==> config.mk <==
export PLATFORM = sky130hd
export DESIGN_NAME = splc_top
export DESIGN_NICKNAME = d
export VERILOG_FILES = /design/src/core/splc_pkg.sv /design/src/core/splc_port.sv /design/src/core/splc_top.sv
export SDC_FILE = /design/constraint.sdc
export NUM_CORES = 1
export LEC_CHECK = 0
export ABC_AREA = 1
export ABC_CLOCK_PERIOD_IN_PS = 1800
export BUFFER_PORTS_ARGS = -buffer_cell sky130_fd_sc_hd__buf_2
export CAP_MARGIN = 5
export CORE_MARGIN = 3
export CORE_UTILIZATION = 46
export CTS_CLUSTER_SIZE = 30
export DETAILED_ROUTE_END_ITERATION = 10
export GPL_TIMING_DRIVEN = 0
export PLACE_DENSITY = 0.69
export REMOVE_ABC_BUFFERS = 1
export SKIP_LAST_GASP = 1
export SYNTH_ARGS = -nofsm -noshare
export SYNTH_HDL_FRONTEND = slang
export SYNTH_HIERARCHICAL = 1
export SYNTH_SLANG_ARGS = --single-unit
==> constraint.sdc <==
create_clock -name aclk -period 1.8 [get_ports aclk]
set_clock_uncertainty 0.05 [all_clocks]
set_input_delay 0.09 -clock aclk [delete_from_list [all_inputs] [get_ports aclk]]
set_output_delay 0.09 -clock aclk [all_outputs]
set_load 0.01 [all_outputs]
==> src/core/splc_pkg.sv <==
// Package: register map, fields, states and timing for the port power controller
package splc_pkg;

    // Port count and upstream port index
    localparam int SPLC_NPORTS = 3;
    localparam int SPLC_UP_PORT = 0;

    // AXI4-Lite register byte offsets
    localparam logic [7:0] SPLC_OFF_PMCSR0 = 8'h00;
    localparam logic [7:0] SPLC_OFF_PMCSR1 = 8'h04;
    localparam logic [7:0] SPLC_OFF_PMCSR2 = 8'h08;
    localparam logic [7:0] SPLC_OFF_VENDOR = 8'h0C;
    localparam logic [7:0] SPLC_OFF_LINKCTL = 8'h10;
    localparam logic [7:0] SPLC_OFF_CONFIG = 8'h14;
    localparam logic [7:0] SPLC_OFF_STATUS = 8'h18;
    localparam logic [7:0] SPLC_OFF_PME = 8'h1C;

    // Power state field encodings and position
    localparam logic [1:0] SPLC_PS_D0 = 2'h0;
    localparam logic [1:0] SPLC_PS_D3HOT = 2'h3;
    localparam int SPLC_PS_LSB = 0;

    // Link control active-state field: bit0 L0s enable, bit1 L1 enable
    localparam int SPLC_ASPM_L0S_BIT = 0;
    localparam int SPLC_ASPM_L1_BIT = 1;

    // Entry delay fields in the vendor control register
    localparam int SPLC_DLY_W = 8;
    localparam int SPLC_L0S_DLY_LSB = 0;
    localparam int SPLC_L1_DLY_LSB = 8;
    localparam logic [SPLC_DLY_W-1:0] SPLC_L0S_DLY_RST = 8'h07;
    localparam logic [SPLC_DLY_W-1:0] SPLC_L1_DLY_RST = 8'h1F;

    // PME service time-out, in microseconds, and cycle count at 25 MHz
    localparam int SPLC_CLK_MHZ = 25;
    localparam int SPLC_PME_TO_US = 100;
    localparam int SPLC_PME_TO_CYC = SPLC_PME_TO_US * SPLC_CLK_MHZ;

    // AXI responses
    localparam logic [1:0] SPLC_RESP_OKAY = 2'h0;
    localparam logic [1:0] SPLC_RESP_SLVERR = 2'h2;

    // Device power states, one-hot
    typedef enum logic [3:0] {
        SPLC_D0_UNINIT = 4'h1,
        SPLC_D0_ACTIVE = 4'h2,
        SPLC_D3_HOT = 4'h4,
        SPLC_D3_COLD = 4'h8
    } splc_dstate_e;

    // Link states, one-hot
    typedef enum logic [5:0] {
        SPLC_L_L0 = 6'h01,
        SPLC_L_L0S = 6'h02,
        SPLC_L_L1REQ = 6'h04,
        SPLC_L_L1 = 6'h08,
        SPLC_L_L23 = 6'h10,
        SPLC_L_L3 = 6'h20
    } splc_lstate_e;

    // Link-side status from the serial link layer
    typedef struct packed {
        logic idle;
        logic l1_ack;
        logic l1_nak;
        logic turnoff_ack;
        logic exit_req;
    } splc_link_in_s;

    // Link-side commands to the serial link layer
    typedef struct packed {
        logic enter_l0s;
        logic l1_request;
        logic enter_l1;
        logic l23_ready;
        logic block_packets;
        logic pme_send;
    } splc_link_out_s;

endpackage : splc_pkg

==> src/core/splc_port.sv <==
// Per-port power state machine, entry timers and link state control
module splc_port
    import splc_pkg::*;
#(
    parameter bit IS_UP = 1'b0,
    parameter int PME_TO_CYC = SPLC_PME_TO_CYC
) (
    // Clock and reset
    input wire logic aclk,
    input wire logic aresetn,
    // Software control
    input wire logic ps_wr,
    input wire logic [1:0] ps_val,
    input wire logic configured,
    input wire logic l0s_en,
    input wire logic l1_en,
    input wire logic [SPLC_DLY_W-1:0] l0s_dly,
    input wire logic [SPLC_DLY_W-1:0] l1_dly,
    input wire logic power_off,
    input wire logic switch_low,
    input wire logic hp_event,
    input wire logic pme_serviced,
    // Link
    input wire splc_link_in_s lin,
    output splc_link_out_s lout,
    // Status
    output splc_dstate_e dstate,
    output splc_lstate_e lstate,
    output logic pme_pending
);

    splc_dstate_e next_dstate;
    splc_lstate_e next_lstate;
    logic [SPLC_DLY_W-1:0] l0s_cnt;
    logic [SPLC_DLY_W-1:0] l1_cnt;
    logic [$clog2(PME_TO_CYC+1)-1:0] pme_cnt;
    logic l0s_met;
    logic l1_met;
    logic l1_allow;
    logic pme_fire;

    // Device power state transitions
    always_comb begin
        next_dstate = dstate;
        unique case (dstate)
            SPLC_D0_UNINIT: if (configured) next_dstate = SPLC_D0_ACTIVE;
            SPLC_D0_ACTIVE: if (ps_wr && ps_val == SPLC_PS_D3HOT) next_dstate = SPLC_D3_HOT;
            SPLC_D3_HOT: begin
                if (power_off) begin
                    next_dstate = SPLC_D3_COLD;
                end else if (ps_wr && ps_val == SPLC_PS_D0) begin
                    next_dstate = SPLC_D0_UNINIT;
                end
            end
            SPLC_D3_COLD: next_dstate = SPLC_D3_COLD;
            default: next_dstate = SPLC_D0_UNINIT;
        endcase
    end

    // Device state register; reset, or a D0 write while in D3hot, returns to D0 uninitialized
    always_ff @(posedge aclk) begin
        if (!aresetn) dstate <= SPLC_D0_UNINIT;
        else dstate <= next_dstate;
    end

    // Entry timers, cleared when conditions lapse
    always_ff @(posedge aclk) begin
        if (!aresetn || !lin.idle || !l0s_en) l0s_cnt <= '0;
        else if (!l0s_met) l0s_cnt <= l0s_cnt + 1'b1;
    end
    always_ff @(posedge aclk) begin
        if (!aresetn || !lin.idle || !l1_en) l1_cnt <= '0;
        else if (!l1_met) l1_cnt <= l1_cnt + 1'b1;
    end
    assign l0s_met = (l0s_cnt >= l0s_dly);
    assign l1_met = (l1_cnt >= l1_dly);

    // D3hot permits L1; active-state L1 only from the upstream port
    assign l1_allow = (dstate == SPLC_D3_HOT) || (IS_UP && l1_met);

    // Link state transitions
    always_comb begin
        next_lstate = lstate;
        unique case (lstate)
            SPLC_L_L0: begin
                if (switch_low && lin.turnoff_ack) next_lstate = SPLC_L_L23;
                else if (l1_allow) next_lstate = SPLC_L_L1REQ;
                else if (l0s_en && lin.idle && l0s_met) next_lstate = SPLC_L_L0S;
            end
            SPLC_L_L0S: begin
                if (lin.exit_req || !lin.idle) next_lstate = SPLC_L_L0;
                else if (l1_allow) next_lstate = SPLC_L_L1REQ;
            end
            SPLC_L_L1REQ: begin
                if (lin.l1_ack) next_lstate = SPLC_L_L1;
                else if (lin.l1_nak) next_lstate = SPLC_L_L0;
            end
            SPLC_L_L1: if (lin.exit_req) next_lstate = SPLC_L_L0;
            SPLC_L_L23: if (power_off) next_lstate = SPLC_L_L3;
            SPLC_L_L3: next_lstate = SPLC_L_L3;
            default: next_lstate = SPLC_L_L0;
        endcase
    end

    always_ff @(posedge aclk) begin
        if (!aresetn) lstate <= SPLC_L_L0;
        else lstate <= next_lstate;
    end

    // PME: pending from D3hot, resent on service time-out, never in D3cold
    assign pme_fire = (pme_cnt == '0);
    always_ff @(posedge aclk) begin
        if (!aresetn || dstate == SPLC_D3_COLD) begin
            pme_pending <= 1'b0;
        end else if (!IS_UP && hp_event && dstate == SPLC_D3_HOT) begin
            pme_pending <= 1'b1;
        end else if (pme_serviced) begin
            pme_pending <= 1'b0;
        end
    end
    always_ff @(posedge aclk) begin
        if (!aresetn || !pme_pending) pme_cnt <= '0;
        else if (pme_fire) pme_cnt <= ($bits(pme_cnt))'(PME_TO_CYC - 1);
        else pme_cnt <= pme_cnt - 1'b1;
    end

    // Link commands from state
    always_ff @(posedge aclk) begin
        if (!aresetn) begin
            lout <= '0;
        end else begin
            lout.enter_l0s <= (next_lstate == SPLC_L_L0S);
            lout.l1_request <= (next_lstate == SPLC_L_L1REQ);
            lout.enter_l1 <= (next_lstate == SPLC_L_L1);
            lout.l23_ready <= (next_lstate == SPLC_L_L23);
            lout.block_packets <= (next_lstate == SPLC_L_L23) || (next_lstate == SPLC_L_L3);
            lout.pme_send <= pme_pending && pme_fire && dstate != SPLC_D3_COLD;
        end
    end

endmodule : splc_port

==> src/core/splc_top.sv <==
// Top: AXI4-Lite registers and three port power controllers
//
// Chosen here: the AXI4-Lite slave port and the placing of the registers.
module splc_top
    import splc_pkg::*;
#(
    parameter int PME_TO_CYC = SPLC_PME_TO_CYC
) (
    // Clock and reset
    input wire logic aclk,
    input wire logic aresetn,
    // AXI4-Lite write address
    input wire logic [7:0] s_axi_awaddr,
    input wire logic s_axi_awvalid,
    output logic s_axi_awready,
    // AXI4-Lite write data
    input wire logic [31:0] s_axi_wdata,
    input wire logic [3:0] s_axi_wstrb,
    input wire logic s_axi_wvalid,
    output logic s_axi_wready,
    // AXI4-Lite write response
    output logic [1:0] s_axi_bresp,
    output logic s_axi_bvalid,
    input wire logic s_axi_bready,
    // AXI4-Lite read address
    input wire logic [7:0] s_axi_araddr,
    input wire logic s_axi_arvalid,
    output logic s_axi_arready,
    // AXI4-Lite read data
    output logic [31:0] s_axi_rdata,
    output logic [1:0] s_axi_rresp,
    output logic s_axi_rvalid,
    input wire logic s_axi_rready,
    // Per-port link status and commands
    input wire splc_link_in_s link_in [SPLC_NPORTS],
    output splc_link_out_s link_out [SPLC_NPORTS],
    // Hot-plug events and power removal
    input wire logic [SPLC_NPORTS-1:0] hp_event,
    input wire logic power_off,
    // Whole switch in low power
    output logic switch_low
);

    logic [31:0] vendor_reg;
    logic [1:0] aspm_reg;
    logic [SPLC_NPORTS-1:0] config_reg;
    logic [1:0] ps_field [SPLC_NPORTS];
    logic [SPLC_NPORTS-1:0] ps_wr;
    logic [SPLC_NPORTS-1:0] pme_clr;
    logic [SPLC_NPORTS-1:0] pme_pend;
    splc_dstate_e dst [SPLC_NPORTS];
    splc_lstate_e lst [SPLC_NPORTS];
    logic aw_held;
    logic w_held;
    logic [7:0] aw_addr;
    logic [31:0] w_data;
    logic [3:0] w_strb;
    logic wr_go;
    logic wr_hit;
    logic next_switch_low;

    // Write channel capture, address and data in either order
    assign s_axi_awready = !aw_held && !s_axi_bvalid;
    assign s_axi_wready = !w_held && !s_axi_bvalid;
    assign wr_go = aw_held && w_held && !s_axi_bvalid;

    always_ff @(posedge aclk) begin
        if (!aresetn) begin
            aw_held <= 1'b0;
            aw_addr <= 8'h00;
        end else if (s_axi_awvalid && s_axi_awready) begin
            aw_held <= 1'b1;
            aw_addr <= s_axi_awaddr;
        end else if (wr_go) begin
            aw_held <= 1'b0;
        end
    end

    always_ff @(posedge aclk) begin
        if (!aresetn) begin
            w_held <= 1'b0;
            w_data <= 32'h0000_0000;
            w_strb <= 4'h0;
        end else if (s_axi_wvalid && s_axi_wready) begin
            w_held <= 1'b1;
            w_data <= s_axi_wdata;
            w_strb <= s_axi_wstrb;
        end else if (wr_go) begin
            w_held <= 1'b0;
        end
    end

    // Write decode
    always_comb begin
        wr_hit = 1'b1;
        unique case (aw_addr)
            SPLC_OFF_PMCSR0, SPLC_OFF_PMCSR1, SPLC_OFF_PMCSR2, SPLC_OFF_VENDOR,
            SPLC_OFF_LINKCTL, SPLC_OFF_CONFIG, SPLC_OFF_PME: wr_hit = 1'b1;
            default: wr_hit = 1'b0;
        endcase
    end

    // Write response
    always_ff @(posedge aclk) begin
        if (!aresetn) begin
            s_axi_bvalid <= 1'b0;
            s_axi_bresp <= SPLC_RESP_OKAY;
        end else if (wr_go) begin
            s_axi_bvalid <= 1'b1;
            s_axi_bresp <= wr_hit ? SPLC_RESP_OKAY : SPLC_RESP_SLVERR;
        end else if (s_axi_bready) begin
            s_axi_bvalid <= 1'b0;
        end
    end

    // Vendor control register holding both entry delays
    always_ff @(posedge aclk) begin
        if (!aresetn) begin
            vendor_reg <= '0;
            vendor_reg[SPLC_L0S_DLY_LSB +: SPLC_DLY_W] <= SPLC_L0S_DLY_RST;
            vendor_reg[SPLC_L1_DLY_LSB +: SPLC_DLY_W] <= SPLC_L1_DLY_RST;
        end else if (wr_go && aw_addr == SPLC_OFF_VENDOR) begin
            if (w_strb[0]) vendor_reg[7:0] <= w_data[7:0];
            if (w_strb[1]) vendor_reg[15:8] <= w_data[15:8];
        end
    end

    // Link control active-state field
    always_ff @(posedge aclk) begin
        if (!aresetn) aspm_reg <= 2'h0;
        else if (wr_go && aw_addr == SPLC_OFF_LINKCTL && w_strb[0]) aspm_reg <= w_data[1:0];
    end

    // Bridge configured flags
    always_ff @(posedge aclk) begin
        if (!aresetn) begin
            config_reg <= '0;
        end else if (wr_go && aw_addr == SPLC_OFF_CONFIG && w_strb[0]) begin
            config_reg <= w_data[SPLC_NPORTS-1:0];
        end
    end

    // Per-port power control registers and controllers
    for (genvar p = 0; p < SPLC_NPORTS; p++) begin : g_port
        localparam logic [7:0] OFF = SPLC_OFF_PMCSR0 + 8'(4 * p);
        assign ps_wr[p] = wr_go && aw_addr == OFF && w_strb[0];
        assign pme_clr[p] = wr_go && aw_addr == SPLC_OFF_PME && w_strb[0] && w_data[p];

        always_ff @(posedge aclk) begin
            if (!aresetn) ps_field[p] <= SPLC_PS_D0;
            else if (ps_wr[p]) ps_field[p] <= w_data[SPLC_PS_LSB +: 2];
        end

        splc_port #(
            .IS_UP(p == SPLC_UP_PORT),
            .PME_TO_CYC(PME_TO_CYC)
        ) u_port (
            .aclk(aclk),
            .aresetn(aresetn),
            .ps_wr(ps_wr[p]),
            .ps_val(w_data[SPLC_PS_LSB +: 2]),
            .configured(config_reg[p]),
            .l0s_en(aspm_reg[SPLC_ASPM_L0S_BIT]),
            .l1_en(aspm_reg[SPLC_ASPM_L1_BIT]),
            .l0s_dly(vendor_reg[SPLC_L0S_DLY_LSB +: SPLC_DLY_W]),
            .l1_dly(vendor_reg[SPLC_L1_DLY_LSB +: SPLC_DLY_W]),
            .power_off(power_off),
            .switch_low(p == SPLC_UP_PORT && dst[SPLC_UP_PORT] == SPLC_D3_HOT),
            .hp_event(hp_event[p]),
            .pme_serviced(pme_clr[p] && !(hp_event[p] && dst[p] == SPLC_D3_HOT)),
            .lin(link_in[p]),
            .lout(link_out[p]),
            .dstate(dst[p]),
            .lstate(lst[p]),
            .pme_pending(pme_pend[p])
        );
    end

    // Whole switch low once upstream is in D3hot and turn-off is acknowledged
    assign next_switch_low = dst[SPLC_UP_PORT] == SPLC_D3_HOT &&
        (lst[SPLC_UP_PORT] == SPLC_L_L23 || lst[SPLC_UP_PORT] == SPLC_L_L3);
    always_ff @(posedge aclk) begin
        if (!aresetn) switch_low <= 1'b0;
        else switch_low <= next_switch_low;
    end

    // Read channel
    assign s_axi_arready = !s_axi_rvalid;
    always_ff @(posedge aclk) begin
        if (!aresetn) begin
            s_axi_rvalid <= 1'b0;
            s_axi_rdata <= 32'h0000_0000;
            s_axi_rresp <= SPLC_RESP_OKAY;
        end else if (s_axi_arvalid && s_axi_arready) begin
            s_axi_rvalid <= 1'b1;
            s_axi_rresp <= SPLC_RESP_OKAY;
            unique case (s_axi_araddr)
                SPLC_OFF_PMCSR0: s_axi_rdata <= {30'h0, ps_field[0]};
                SPLC_OFF_PMCSR1: s_axi_rdata <= {30'h0, ps_field[1]};
                SPLC_OFF_PMCSR2: s_axi_rdata <= {30'h0, ps_field[2]};
                SPLC_OFF_VENDOR: s_axi_rdata <= {16'h0000, vendor_reg[15:0]};
                SPLC_OFF_LINKCTL: s_axi_rdata <= {30'h0, aspm_reg};
                SPLC_OFF_CONFIG: s_axi_rdata <= {29'h0, config_reg};
                SPLC_OFF_STATUS: s_axi_rdata <= {1'b0, switch_low,
                    dst[2], dst[1], dst[0], lst[2], lst[1], lst[0]};
                SPLC_OFF_PME: s_axi_rdata <= {29'h0, pme_pend};
                default: begin
                    s_axi_rdata <= 32'h0000_0000;
                    s_axi_rresp <= SPLC_RESP_SLVERR;
                end
            endcase
        end else if (s_axi_rready) begin
            s_axi_rvalid <= 1'b0;
        end
    end

endmodule : splc_top

# Yosys cells after proc, flatten, opt, wreduce, memory -nomap -nowiden
# Memories as Yosys holds them, arrays and structs flattened.
# Index checks and enable logic that the tools add are counted.
# totals
ramBits	6
output_inout_bits	60
wordCells	302
mem_count	1
register_bits	193
inputBits	78
# op_classes
addsub	6
bitwise_logic	3
muxes	73
n_reduce_logical	97
n_eq_ne	70
n_lt_le_gt_ge	4
# memory_table
memory	depth	width	rd	rd_ports_with_merged_regs	wr	line	rtl
ps_field	3	2	3	0	3	splc_top.sv:47	logic [1:0] ps_field [SPLC_NPORTS];
# op_table
operator	n
one-hot mux 31 bit (8 select lines)	1
two-way mux 6 bit	25
one-hot mux 6 bit (6 select lines)	3
== test 8 x 5 -> 1 bit, second input constant	7
two-way mux 4 bit	12
one-hot mux 4 bit (4 select lines)	3
logical AND 1 bit	44
== test 6 x 2 -> 1 bit, second input constant	6
== test 6 x 3 -> 1 bit, second input constant	6
== test 6 x 4 -> 1 bit, second input constant	6
== test 6 x 5 -> 1 bit, second input constant	6
== test 6 bit, second input constant	6
adder 8 x 1 -> 8 bit, second input constant	4
== test 8 x 4 -> 1 bit, second input constant	4
greater-or-equal comparator 8 bit	4
logical NOT 12 bit	2
two-way mux 12 bit	2
subtractor 12 x 1 -> 12 bit, second input constant	2
two-way mux 1 bit	22
logical OR 1 bit	19
== test 6 x 1 -> 1 bit, second input constant	3
== test 8 x 3 -> 1 bit, second input constant	2
logical NOT 8 bit	2
logical NOT 1 bit	14
other kinds (18)	48

# Longest topological paths before layout
# logic_depth
depth_word	8
ltp_mapped	16
mapped_depth_nobuf	16

# Hierarchy
# Netlist, hierarchy kept.
# by_module_without_submodules
module	seq_area_each_um2	instances	cells_per_inst	area_per_inst_um2
splc_top	1881.8	1	517	3940.0
splc_port at g_port[0].u_port	620.6	1	281	1979.4
splc_port at g_port[2].u_port	740.7	1	276	1974.4
splc_port at g_port[1].u_port	740.7	1	277	1948.1

# Worst setup path after synthesis
# Ideal clock, no wire load.
# synth_timing
path_type	reg2reg
start	register vendor_reg[7]
end	register g_port[0].u_port.l0s_cnt[4]
slack_ns	0.111
stages_incl_launch_ff	11
arrival_ns	1.523
path_buffers	1
setup_time_ns	0.116
required_ns	1.634
synth_period_minus_slack_ns	1.689
cell_sequence	dfxtp_1 > inv_1 > ha_1 > a21o_1 > nor2_2 > nand3_2 > buf_6 > nor3_4 > nand2_1 > o21ai_1 > a21oi_1
# synth_between
elab_chain_cells	1
# synth_lines
item	line	rtl
start: declaration	splc_top.sv:44	logic [31:0] vendor_reg;
start signal: assignment	splc_top.sv:123	if (w_strb[0]) vendor_reg[7:0] <= w_data[7:0];
greater-or-equal comparator 8 bit	splc_port.sv:75	assign l0s_met = (l0s_cnt >= l0s_dly);
end signal: assignment	splc_port.sv:69	else if (!l0s_met) l0s_cnt <= l0s_cnt + 1'b1;
end: declaration	splc_port.sv:34	logic [SPLC_DLY_W-1:0] l0s_cnt;
# No other way between the ends.
# A chain may end at the register's enable or synchronous reset.

# Final worst setup path
# layout_timing
start	register vendor_reg[5]
end	register g_port[0].u_port.l0s_cnt[4]
# The elaborated chain is that of the path after synthesis.

==> metrics.txt <==
# IOs 138; min Tclk post-route 1.82 ns; TritonCTS clock tree done; initial antenna violation count 0; Residual DRC 0; first-pass GRT wire length 40.1 mm; leak pwr 5.71 nW; Final nets 1654; largest net degree at the start of global routing 95; H-Tree Depth 4; Syn Inst Count 1350; mapped cell area 9830 sq um; chip width 152 um; largest register by flop count s_axi_rdata; FMAX 549 MHz; maximum VDD drop 0.000584 V; met2 wire len 12.1 mm; max reg flops 31; endpoint class of the critical path register; clk sink count 196; crit path cell chain inv_2 > ha_4 > a21oi_2 > nor2_1 > nor2_2 > nand3_4 > buf_6 > nor3_4 > nand2_2 > o21ai_2 > a21oi_1; Routed WL 25.3 mm; final setup margin -0.0208 ns; vias in the first global route 8412; gpl congestion 0.874; core outline area 20600 sq um; worst-margin pin slew 0.694 ns; FF/Latch Area 4040 sq um; Multi-input gate area 5260 sq um; worst min path class in2reg; RSZ-0062 raised after global routing yes; vias post-DR 9303; Max-Cap Viols 0; max_slew headroom 53.7%; gr ovfl total 0; Hold WS 0.0291 ns; DR WL/cell 13.9 um; number of diodes 0; clock buffer count from CTS 17; fill count 1801; clock slew at reported path FFs 0.08 ns; failing checks negative setup slack; Final HPWL DP 17.4 mm; DR iter-0 viols 587; most frequent cells in the layout 235 x nand2_1, 192 x inv_1, 162 x dfxtp_1; final cell count without fillers 1821; DIE HEIGHT 152 um; metal3 WL 1.38 mm; Layout area overhead 25.8%; max layer used met4; final hold vios 0; Setup violations, final 1; first drt pass iteration count 6; antenna viol nets, final 0; Starting Density 47.7%; Startpoint Class register; Pwr Density 737 nW/um^2; PortBufs 114; Placed Cells 1704; Slowest-stage cell, CP dfxtp_4; Worst EP required 2.08 ns; setup TNS -0.0208 ns; commonest non-fill, non-tap cell in the layout nand2_1; worst skew pair latency 0.44 ns; status finished, violations left; crit-path max FO 6; period utilization 101%; fin util 60.0%; max-slew violations 0; crit path DAT 2.10 ns; syn_area_per_cell 7.28 sq um; DIE AREA 23200 sq um; met1 WL 11.2 mm; Syn. warnings 6; Largest regs s_axi_rdata x31, g_port.u_port/l0s_cnt x24, g_port.u_port/pme_cnt x24; Crit Path Class reg2reg; Via density 5.11; cell row count 52; CTS max path bufs 2; Total GRT Usage 20.8%; max incr delay on CP 0.37 ns; Root Buffer clkbuf_16; layout cells sized above 1 24.2%
cell type report:
| class | count | share of cell area, % |
|---|---|---|
| multi-input cells | 905 | 42.5 |
| flip-flops and latches | 196 | 32.6 |
| repair buffers | 197 | 10.7 |
| inverters | 220 | 6.91 |
| clock buffers | 19 | 3.58 |
| well taps | 270 | 2.73 |
| clock inverters | 13 | 0.910 |
| repair inverters | 1 | 0.0404 |
power breakdown:
group / switching (W) / internal (W)
registers: 0.000108 / 0.00447
clock network: 0.00178 / 0.00185
logic: 0.000554 / 0.000355
total: 0.00244 / 0.00668
metal layers:
metal | GRT usage [%] | vias up
li1 | - | 4748
met1 | 27.1 | 4284
met2 | 34.9 | 229
met3 | 4.09 | 42
met4 | 6.81 | 0
met5 | 0 | -
repair_timing:
| action | in CTS | in global routing |
|---|---|---|
| pin swaps | 17 | 43 |
| gates resized for setup | 42 | 96 |
| gates cloned | 1 | 1 |
| endpoints found under the setup margin | 75 | 55 |
| hold endpoints to repair | 46 | 0 |
| buffers inserted | 12 | 24 |
| hold buffers | 48 | 0 |
critical path: cells and delay by family (launching register included):
| kind | cells | cell delay (ns) |
|---|---|---|
| AND/OR/NAND/NOR | 5 | 0.61 |
| flip-flops | 1 | 0.37 |
| AO/OA/AOI/OAI | 3 | 0.27 |
| adder cells (fa/ha/maj) | 1 | 0.21 |
| buffers and inverters | 2 | 0.20 |
final timing paths:
| path | startpoint | to | slack [ns] | depth (start not counted) |
|---|---|---|---|---|
| hold reg to reg | g_port[1].u_port/pme_cnt[0] | g_port[1].u_port/pme_cnt[0] | 0.39 | 1 |
| hold / removal | link_in[9] | g_port[1].u_port/l0s_cnt[5] | 0.03 | 5 |
| setup / recovery | vendor_reg[5] | g_port[0].u_port/l0s_cnt[4] | -0.02 | 11 |
| setup reg to reg | vendor_reg[5] | g_port[0].u_port/l0s_cnt[4] | -0.02 | 11 |
through the flow:
stage	cell area (sq um)	setup WS [ns]	power, W
finish	12400	-0.0208	0.00912
global route	12400	-0.126	0.00951
CTS	11800	-0.0228	0.00914
detailed placement	10600	-0.619	0.00543
global placement	10600	-1.31	0.00541
floorplan	9650	-0.0945	0.00514
Note: power is estimated with default switching activity, not from simulation.
